File: config.mk
export PLATFORM = sky130hd
export DESIGN_NAME = uvep_host
export DESIGN_NICKNAME = d
export VERILOG_FILES = /design/src/design/uvep_pkg.sv /design/src/design/uvep_host.sv
export SDC_FILE = /design/constraint.sdc
export NUM_CORES = 1
export LEC_CHECK = 0
export BUFFER_PORTS_ARGS = -buffer_cell sky130_fd_sc_hd__buf_4
export CORE_AREA = 2 2 91 93
export CTS_CLUSTER_SIZE = 24
export DETAILED_ROUTE_END_ITERATION = 6
export DIE_AREA = 0 0 93 95
export PLACE_DENSITY = 0.66
export SETUP_SLACK_MARGIN = 0.15
export SLEW_MARGIN = 20
export SYNTH_ARGS = -nofsm -noshare
export SYNTH_HDL_FRONTEND = slang
export SYNTH_SLANG_ARGS = --single-unit
File: constraint.sdc
create_clock -name clk -period 5.45 [get_ports clk]
set_input_delay 0.2725 -clock clk [delete_from_list [all_inputs] [get_ports clk]]
set_output_delay 0.2725 -clock clk [all_outputs]
set_load 0.03 [all_outputs]
File: src/design/uvep_pkg.sv
/*
 * Package for the controller that drives a 4K x 8 UV-erasable memory port.
 * Assumes a 10 MHz system clock; all times are converted to cycle counts here.
 */
package uvep_pkg;
   // ------------------------------------------------------------------
   // Clock and sizes
   // ------------------------------------------------------------------
   localparam int CLK_MHZ = 10;
   localparam int ADDR_W = 12;
   localparam int DATA_W = 8;
   localparam logic [DATA_W-1:0] ERASED_BYTE = 8'hff;
   // ------------------------------------------------------------------
   // Times in their own units
   // ------------------------------------------------------------------
   localparam int ACCESS_NS = 450;        // Address access time, slowest grade.
   localparam int GATE_NS = 150;          // Gate to output delay, slowest grade.
   localparam int FLOAT_NS = 130;         // Output float delay.
   localparam int SETUP_US = 2;           // Address, data and supply setup.
   localparam int HOLD_US = 2;            // Data hold after the pulse.
   localparam int RECOVER_US = 2;         // Supply recovery before verify.
   localparam int VERIFY_US = 1;          // Data valid from select in verify.
   localparam int PULSE_MS = 50;          // Nominal program pulse.
   localparam int PULSE_MAX_MS = 55;      // Longest program pulse.
   localparam int RISE_NS = 50;           // Least supply rise time.
   // ------------------------------------------------------------------
   // Cycle counts: least times round up, no count below one
   // ------------------------------------------------------------------
   localparam int CNT_W = 20;
   localparam int SEL_CYC = (ACCESS_NS - GATE_NS) * CLK_MHZ / 1000;
   localparam int GATE_CYC = (GATE_NS * CLK_MHZ + 999) / 1000 + 1;
   localparam int FLOAT_CYC = (FLOAT_NS * CLK_MHZ + 999) / 1000 + 1;
   localparam int SETUP_CYC = SETUP_US * CLK_MHZ;
   localparam int HOLD_CYC = HOLD_US * CLK_MHZ;
   localparam int RECOVER_CYC = RECOVER_US * CLK_MHZ;
   localparam int VERIFY_CYC = VERIFY_US * CLK_MHZ + 1;
   localparam int RISE_CYC = (RISE_NS * CLK_MHZ + 999) / 1000;
   localparam int PULSE_CYC = PULSE_MS * 1000 * CLK_MHZ;
   localparam int PULSE_MAX_CYC = PULSE_MAX_MS * 1000 * CLK_MHZ;
   // ------------------------------------------------------------------
   // Controller states
   // ------------------------------------------------------------------
   typedef enum logic [10:0] {
      S_IDLE   = 11'h001,
      S_RSEL   = 11'h002,
      S_RGATE  = 11'h004,
      S_RFLOAT = 11'h008,
      S_PRISE  = 11'h010,
      S_PSETUP = 11'h020,
      S_PPULSE = 11'h040,
      S_PHOLD  = 11'h080,
      S_VREC   = 11'h100,
      S_VREAD  = 11'h200,
      S_VFLOAT = 11'h400
   } uvep_state_t;
endpackage

File: src/design/uvep_host.sv
/*
 * Host controller for a 4K x 8 UV-erasable memory: reads bytes and programs
 * bytes with a verify read-back. Assumes the device pins are wired directly,
 * with the supply switch raising the gate pin to the programming level while
 * vpp_en_ff is high. Requests are synchronous to clk.
 */
// Summary of operation
// - Gate may lag select without slowing access; host lags one cycle beyond access minus gate.
// - Select decodes device; gate is read strobe.
// - Programming needs high level on gate pin.
// - Program byte driven parallel on data pins.
// - One select pulse, 50 ms, under 55.
// - Every location gets its own pulse.
// - Never program with select held low.
// - Verify with gate and select low.
// - Supply rise at least 50 ns.
// - Shared select pulses program devices together.
module uvep_host #(
   parameter int PULSE_CYCLES = uvep_pkg::PULSE_CYC
) (
   input wire logic clk,
   input wire logic rst,
   input wire logic rd_req,
   input wire logic wr_req,
   input wire logic [uvep_pkg::ADDR_W-1:0] req_addr,
   input wire logic [uvep_pkg::DATA_W-1:0] req_data,
   output logic busy_ff,
   output logic done_ff,
   output logic [uvep_pkg::DATA_W-1:0] rdata_ff,
   output logic verify_err_ff,
   output logic [uvep_pkg::ADDR_W-1:0] mem_addr_ff,
   output logic select_n_ff,
   output logic gate_n_ff,
   output logic vpp_en_ff,
   input wire logic [uvep_pkg::DATA_W-1:0] mem_data_i,
   output logic [uvep_pkg::DATA_W-1:0] mem_data_o_ff,
   output logic mem_data_oe_ff
);
   // ------------------------------------------------------------------
   // State
   // ------------------------------------------------------------------
   uvep_pkg::uvep_state_t state_ff, nxt_state;
   logic [uvep_pkg::CNT_W-1:0] cnt_ff, nxt_cnt;
   logic nxt_busy, nxt_done, nxt_verify_err, nxt_select_n, nxt_gate_n, nxt_vpp_en;
   logic nxt_data_oe;
   logic [uvep_pkg::DATA_W-1:0] nxt_rdata, nxt_data_o;
   logic [uvep_pkg::ADDR_W-1:0] nxt_addr;
   logic cnt_end;

   assign cnt_end = (cnt_ff == '0);

   // Next-state logic for the access sequencer.
   always_comb
   begin
      nxt_state = state_ff;
      nxt_cnt = cnt_end ? cnt_ff : cnt_ff - 1'b1;
      nxt_busy = busy_ff;
      nxt_done = 1'b0;
      nxt_verify_err = verify_err_ff;
      nxt_select_n = select_n_ff;
      nxt_gate_n = gate_n_ff;
      nxt_vpp_en = vpp_en_ff;
      nxt_data_oe = mem_data_oe_ff;
      nxt_rdata = rdata_ff;
      nxt_data_o = mem_data_o_ff;
      nxt_addr = mem_addr_ff;
      unique case (state_ff)
         uvep_pkg::S_IDLE:
         begin
            nxt_select_n = 1'b1;
            nxt_gate_n = 1'b1;
            if (wr_req)
            begin
               nxt_addr = req_addr;
               nxt_data_o = req_data;
               nxt_data_oe = 1'b1;
               nxt_vpp_en = 1'b1;
               nxt_busy = 1'b1;
               nxt_verify_err = 1'b0;
               nxt_cnt = uvep_pkg::CNT_W'(uvep_pkg::RISE_CYC);
               nxt_state = uvep_pkg::S_PRISE;
            end
            else if (rd_req)
            begin
               nxt_addr = req_addr;
               nxt_select_n = 1'b0;
               nxt_busy = 1'b1;
               nxt_cnt = uvep_pkg::CNT_W'(uvep_pkg::SEL_CYC);
               nxt_state = uvep_pkg::S_RSEL;
            end
         end
         uvep_pkg::S_RSEL:
            if (cnt_end)
            begin
               // gate lags select by SEL_CYC + 1 cycles, one more than access minus gate
               nxt_gate_n = 1'b0;
               nxt_cnt = uvep_pkg::CNT_W'(uvep_pkg::GATE_CYC);
               nxt_state = uvep_pkg::S_RGATE;
            end
         uvep_pkg::S_RGATE:
            if (cnt_end)
            begin
               nxt_rdata = mem_data_i;
               nxt_gate_n = 1'b1;
               nxt_select_n = 1'b1;
               nxt_cnt = uvep_pkg::CNT_W'(uvep_pkg::FLOAT_CYC);
               nxt_state = uvep_pkg::S_RFLOAT;
            end
         uvep_pkg::S_RFLOAT:
            // wait for the outputs to float
            if (cnt_end)
            begin
               nxt_busy = 1'b0;
               nxt_done = 1'b1;
               nxt_state = uvep_pkg::S_IDLE;
            end
         uvep_pkg::S_PRISE:
            if (cnt_end)
            begin
               nxt_cnt = uvep_pkg::CNT_W'(uvep_pkg::SETUP_CYC);
               nxt_state = uvep_pkg::S_PSETUP;
            end
         uvep_pkg::S_PSETUP:
            if (cnt_end)
            begin
               nxt_select_n = 1'b0;
               nxt_cnt = PULSE_CYCLES[uvep_pkg::CNT_W-1:0];
               nxt_state = uvep_pkg::S_PPULSE;
            end
         uvep_pkg::S_PPULSE:
            if (cnt_end)
            begin
               nxt_select_n = 1'b1;
               nxt_cnt = uvep_pkg::CNT_W'(uvep_pkg::HOLD_CYC);
               nxt_state = uvep_pkg::S_PHOLD;
            end
         uvep_pkg::S_PHOLD:
            if (cnt_end)
            begin
               nxt_data_oe = 1'b0;
               nxt_vpp_en = 1'b0;
               nxt_cnt = uvep_pkg::CNT_W'(uvep_pkg::RECOVER_CYC);
               nxt_state = uvep_pkg::S_VREC;
            end
         uvep_pkg::S_VREC:
            if (cnt_end)
            begin
               // verify with gate and select low
               nxt_select_n = 1'b0;
               nxt_gate_n = 1'b0;
               nxt_cnt = uvep_pkg::CNT_W'(uvep_pkg::VERIFY_CYC);
               nxt_state = uvep_pkg::S_VREAD;
            end
         uvep_pkg::S_VREAD:
            if (cnt_end)
            begin
               // only zeros can be written; mismatch flags error
               nxt_rdata = mem_data_i;
               nxt_verify_err = (mem_data_i != mem_data_o_ff);
               nxt_select_n = 1'b1;
               nxt_gate_n = 1'b1;
               nxt_cnt = uvep_pkg::CNT_W'(uvep_pkg::FLOAT_CYC);
               nxt_state = uvep_pkg::S_VFLOAT;
            end
         uvep_pkg::S_VFLOAT:
            // allow float delay before next use
            if (cnt_end)
            begin
               nxt_busy = 1'b0;
               nxt_done = 1'b1;
               nxt_state = uvep_pkg::S_IDLE;
            end
      endcase
   end

   // Registers for the sequencer and all pin drivers.
   always_ff @(posedge clk or posedge rst)
   begin
      if (rst)
      begin
         state_ff <= uvep_pkg::S_IDLE;
         cnt_ff <= '0;
         busy_ff <= 1'b0;
         done_ff <= 1'b0;
         verify_err_ff <= 1'b0;
         select_n_ff <= 1'b1;
         gate_n_ff <= 1'b1;
         vpp_en_ff <= 1'b0;
         mem_data_oe_ff <= 1'b0;
         rdata_ff <= uvep_pkg::ERASED_BYTE;
         mem_data_o_ff <= '0;
         mem_addr_ff <= '0;
      end
      else
      begin
         state_ff <= nxt_state;
         cnt_ff <= nxt_cnt;
         busy_ff <= nxt_busy;
         done_ff <= nxt_done;
         verify_err_ff <= nxt_verify_err;
         select_n_ff <= nxt_select_n;
         gate_n_ff <= nxt_gate_n;
         vpp_en_ff <= nxt_vpp_en;
         mem_data_oe_ff <= nxt_data_oe;
         rdata_ff <= nxt_rdata;
         mem_data_o_ff <= nxt_data_o;
         mem_addr_ff <= nxt_addr;
      end
   end
endmodule

## Word-level counts from Yosys, hierarchy flattened

Index checks and enable logic that the tools add are counted.

| operators by class | value |
|---|---|
| reductions and logical operators | 23 |
| multipliers | 0 |
| eq/ne operators | 27 |
| bitwise operators | 0 |
| magnitude comparators | 0 |
| $add $sub $neg | 1 |
| muxes and demuxes | 38 |
| divide/modulo/power cells | 0 |
| shifts and indexed selects | 0 |

Operators by type and width:

| operator | number |
|---|---|
| $mux W20 | 7 |
| $mux W11 | 11 |
| $pmux W11 S10 | 1 |
| $pmux W20 S5 | 1 |
| $mux W12 | 2 |
| $logic_not A20 Y1 | 1 |
| $sub A20 B1 Y20 const B | 1 |
| $ne A2 B2 Y1 const B | 9 |
| $reduce_and A3 Y1 | 5 |
| $eq A11 B1 Y1 const B | 1 |
| $eq A11 B10 Y1 const B | 1 |
| $eq A11 B11 Y1 const B | 1 |
| $eq A11 B2 Y1 const B | 1 |
| $eq A11 B3 Y1 const B | 1 |
| $eq A11 B4 Y1 const B | 1 |
| $eq A11 B5 Y1 const B | 1 |
| $eq A11 B6 Y1 const B | 1 |
| $eq A11 B7 Y1 const B | 1 |
| $eq A11 B8 Y1 const B | 1 |
| $eq A11 B9 Y1 const B | 1 |
| $mux W1 | 11 |
| $ne A2 B1 Y1 const B | 5 |
| $reduce_and A10 Y1 | 1 |
| $reduce_or A3 Y1 | 3 |
| other kinds (8) | 20 |

| storage, ports and cells | value |
|---|---|
| bits in read-only memories | 0 |
| bits in latches | 0 |
| output and inout port bits | 35 |
| bits in writable memories | 0 |
| bits of input ports | 32 |
| register bits after elaboration | 65 |
| word-level logic and storage cells | 100 |
| memories | 0 |

## Logic depth before layout (Yosys ltp)

| depth | value |
|---|---|
| word-level depth | 5 |
| depth in mapped cells | 10 |
| depth with buffers taken out | 8 |

## Worst setup path after synthesis

No wires, ideal clock.

| timing | value |
|---|---|
| kind | register -> register |
| start | register state_ff[5] |
| end | register state_ff[7] |
| arrival | 2417 ps |
| stages on the path, launching flop included | 8 |
| path buffers | 1 |
| setup time | 125 ps |
| setup slack | 2908 ps |
| required time | 5325 ps |
| clock period less this slack | 2542 ps |
| cells stage by stage | dfrtp_1 buf_6 or4_4 or3_1 or3_4 a31oi_4 or2_4 mux2_4 |

| on the way | value |
|---|---|
| cells in the longest elaborated chain, start to end | 4 |
| elaborated cells between the ends (all ways) | 24 |
| those cells by class | eq/ne: 21; mux: 1; reduce/logical: 2 |

Ends and longest elaborated chain:

| element | RTL line | source |
|---|---|---|
| start: declaration | uvep_host.sv:42 | `uvep_pkg::uvep_state_t state_ff, nxt_state;` |
| start signal: assignment | uvep_host.sv:181 | `state_ff <= uvep_pkg::S_IDLE;` |
| start signal: assignment | uvep_host.sv:196 | `state_ff <= nxt_state;` |
| $eq A11 B11 Y1 / $eq A11 B4 Y1 (equally long branches) | uvep_host.sv:67 | `unique case (state_ff)` |
| $reduce_or A2 Y1 (no line) | -- |  |
| $ne A2 B1 Y1 (no line) | -- |  |
| $reduce_and A10 Y1 (no line) | -- |  |

Parallel ways exist; a longest one is shown, timed or not.
A chain may end at the register's enable or synchronous reset.

## Final worst setup path

| timing | value |
|---|---|
| start | register state_ff[10] |
| end | register mem_addr_ff[3] in the netlist's numbering |

| on the way | value |
|---|---|
| cells in the longest elaborated chain, start to end | 2 |

Ends and longest elaborated chain:

| element | RTL line | source |
|---|---|---|
| $eq A11 B1 Y1 | uvep_host.sv:67 |  |
| $reduce_and A2 Y1 (no line) | -- |  |
| end signal: assignment | uvep_host.sv:207 | `mem_addr_ff <= nxt_addr;` |
| end: declaration | uvep_host.sv:31 | `output logic [uvep_pkg::ADDR_W-1:0] mem_addr_ff,` |

No other way between the ends.

==> flow_metrics.tcl <==
set metrics [dict create \
    core.rowCount 33 \
    sequential_area_share_after_synthesis_pct 47.2 \
    cp_cell_sequence "nor3_1 -> nand3_1 -> nor2_2 -> mux2_2" \
    number_of_global_route_vias_before_repair 2798 \
    multi_input_area_sq_um 1730 \
    cts.htree.levels 3 \
    clock_insertion_delay_worst_skew_ps 340 \
    power.leakage_nw 1.88 \
    cts.path.max_buffers 2 \
    first_pass_grt_wire_length_microns 13600 \
    async_reset_ff_share_pct 100 \
    end_kind "flop" \
    hold_ws_ps 140 \
    route.vias.total 2871 \
    number_of_clock_sinks 65 \
    place_congestion 0.870 \
    detail_route.wirelength_microns 8280 \
    area_delta_synth_final_pct 21.8 \
    worst_ir_drop_vdd_mv 0.174 \
    tritoncts "yes" \
    yosys_register_bits 65 \
    diodes 0 \
    hpwl_after_detailed_placement_microns 5940 \
    die_x_extent_microns 93 \
    finalClockSkew_ps 10.6 \
    post_synth.cell_area_avg_sq_um 10.4 \
    finalWorstPathRequiredPeriod_ps 2960 \
    finalMaxSlewViolations 0 \
    powerDensity_nw_per_um2 401 \
    cp.required_ps 5670 \
    syn-instance-count 335 \
    critical_path_class "reg -> reg" \
    synthesis.yosys.warnings 0 \
    finish.instance_area_sq_um 4240 \
    worst_slew_margin_rel_pct 32.1 \
    max_slew.worst_pin.slew_ps 1010 \
    cts_resized 0 \
    viasPerCell 5.65 \
    timing.critical_path.arrival_ps 3190 \
    slowest_stage_delay_cp_ps 850 \
    final.fill_count 737 \
    boundaryPins 67 \
    drt-wirelength-per-cell_microns 16.3 \
    setup-violations-final 0 \
    utilization_pct 53.4 \
    overall_power_of_the_completed_layout_mw 1.70 \
    crit_path_start_kind "flop" \
    cts_made_buffers 9 \
    numPortBuffers 66 \
    layout.area.seq_sq_um 1640 \
    floorplan.initialDensity_pct 43.9 \
    worst_hold_path_type "in -> reg" \
    grt.overflow.total 0 \
    synth_cell_type_count 58 \
    max_cap_violations 0 \
    cts_hold_repair.buffers 0 \
    fp.coreArea_sq_um 7930 \
    synth_enable_flop_cells 0 \
    fin_crit_sh_pct 54.4 \
    slowest_stage "nor3_1" \
    post_cts.repair.setup_buffers 0 \
    root_buffer "clkbuf_8" \
    placed_cell_area_sq_um 4040 \
    timing_hold_violations_final 0 \
    grt_util_all_layers_pct 19.8 \
    setup_tns_ps 0 \
    design.die.area_sq_um 8840 \
    synthFlopType "dfrtp_1" \
    timing.fmax_ghz 0.338 \
    grt_setup_unrepaired "no" \
    outcome "finished clean" \
    detail_route.iter0.violations 291 \
    critical_path.max_fanout 18 \
    syn_area_sq_um 3480 \
    ant_nets 0 \
    synth_nets 370 \
    grt_antenna_before_repair 0 \
    die_y_microns 95 \
    clock_pin_slew_on_the_worst_setup_and_hold_paths_ps 70 \
    drt_pre_antenna_iters 5 \
    drc_errors 0 \
    fraction_of_layout_cells_with_a_size_suffix_above_1_pct 36.0 \
    grt_start_max_net_pins 66 \
    fin_nets 433 \
]
-- cell usage after synthesis, drive strengths merged, types with 2 or more instances --
library cell	instances	area share [%]
a211o	2	0.50
a211oi	3	0.65
a21o	3	0.65
a21oi	9	1.3
a2bb2oi	2	0.50
a31o	3	0.76
buf	6	1.2
clkbuf	9	0.97
dfrtp	54	39
dfstp	11	8.3
ha	3	1.1
inv	8	0.86
mux2	29	9.5
mux2i	2	0.58
nand2	25	2.7
nand2b	3	0.54
nand3	13	2.0
nand3b	4	0.86
nand4	7	1.3
nor2	32	3.7
nor2b	2	0.36
nor3	13	2.0
nor3b	2	0.43
nor4	12	3.1
nor4b	3	0.76
o2111ai	2	0.50
o21ai	17	2.4
o31ai	3	0.79
or2	5	0.97
or3	6	1.2
or4	7	1.7
xnor2	16	4.0
xor2	9	2.3
-- sequential cells by signal (all words and copies together), names as in the netlist --
register        count
mem_data_o_ff       8
done_ff             1
verify_err_ff       1
rdata_ff            8
cnt_ff             20
mem_addr_ff        12
state_ff           11
select_n_ff         1
mem_data_oe_ff      1
busy_ff             1
gate_n_ff           1
-- layout by cell type (no fill, tap or decap), types with 2 or more instances in the layout --
cell        n
or3_1       5
nor4b_1     3
nand3_1    12
or4_1       5
nand4_1     7
a21oi_1     9
or2_2       4
a21o_1      3
a31o_2      3
dfrtp_1    54
ha_1        3
a211oi_1    3
clkbuf_8   10
nand2b_1    3
buf_4      67
nor2_1     30
nand3b_1    4
clkinv_2    2
nor3b_1     2
dfstp_2    11
xnor2_1    16
xor2_1      9
nor4_2      3
o2111ai_1   2
o31ai_1     2
inv_1       7
a211o_1     2
mux2i_1     2
o21ai_0    16
or4_4       2
nor4_1      8
a2bb2oi_1   2
mux2_2     28
nand2_1    25
nor3_1     12
nor2b_1     2
-- where the power goes --
group	internal, mW	switching [mW]
clock	0.223	0.194
sequential	0.567	0.107
combinational	0.269	0.336
total	1.06	0.637
-- layer usage --
layer,GRT usage [%],part of all wire (%),vias up
li1,-,-,1329
met1,27.2,46,1414
met2,30.1,45,115
met3,5.75,6.7,13
met4,6.50,1.4,0
met5,0,0,-
-- cells by family after synthesis --
logic type | synth area share, %
AO/OA/AOI/OAI | 9.82
XOR/XNOR | 6.29
adder cells (fa/ha/maj) | 1.08
buffers and inverters | 2.99
flip-flops | 47.2
multiplexers | 10.1
AND/OR/NAND/NOR | 22.6
-- worst paths after layout --
check | from | to | slack, ps | cells after the start
min in group asynchronous | rst | mem_addr_ff[4] | 160 | 3
max in group asynchronous | rst | cnt_ff[4] | 4770 | 3
setup reg to reg | state_ff[10] | mem_addr_ff[3] | 2490 | 4
hold / removal | rd_req | select_n_ff | 140 | 2
hold reg to reg | mem_addr_ff[6] | mem_addr_ff[6] | 510 | 1
setup / recovery | state_ff[10] | mem_addr_ff[3] | 2490 | 4
-- final cells by class --
class                      count  share of cell area, %
sequential                    65                   38.7
tap                          105                   3.10
inverter                       8                  0.709
clock buffer                  11                   3.34
timing repair buffer          67                   11.9
clock inverter                 5                   1.33
multi-input combinational    247                   40.9
-- worst max-delay path, delay by kind of cell, from the launching register on --
family           cells  cell delay [ps]
multiplexers         1              420
flip-flops           1              470
AND/OR/NAND/NOR      3             1950
-- stage by stage --
stage          worst slack [ps]  std cells
2_1_floorplan              2910        335
3_3_place_gp               2490        492
3_5_place_dp               2510        492
4_1_cts                    2480        508
5_1_grt                    2310        508
6_report                   2490        508
Note: power is estimated with default switching activity, not from simulation.
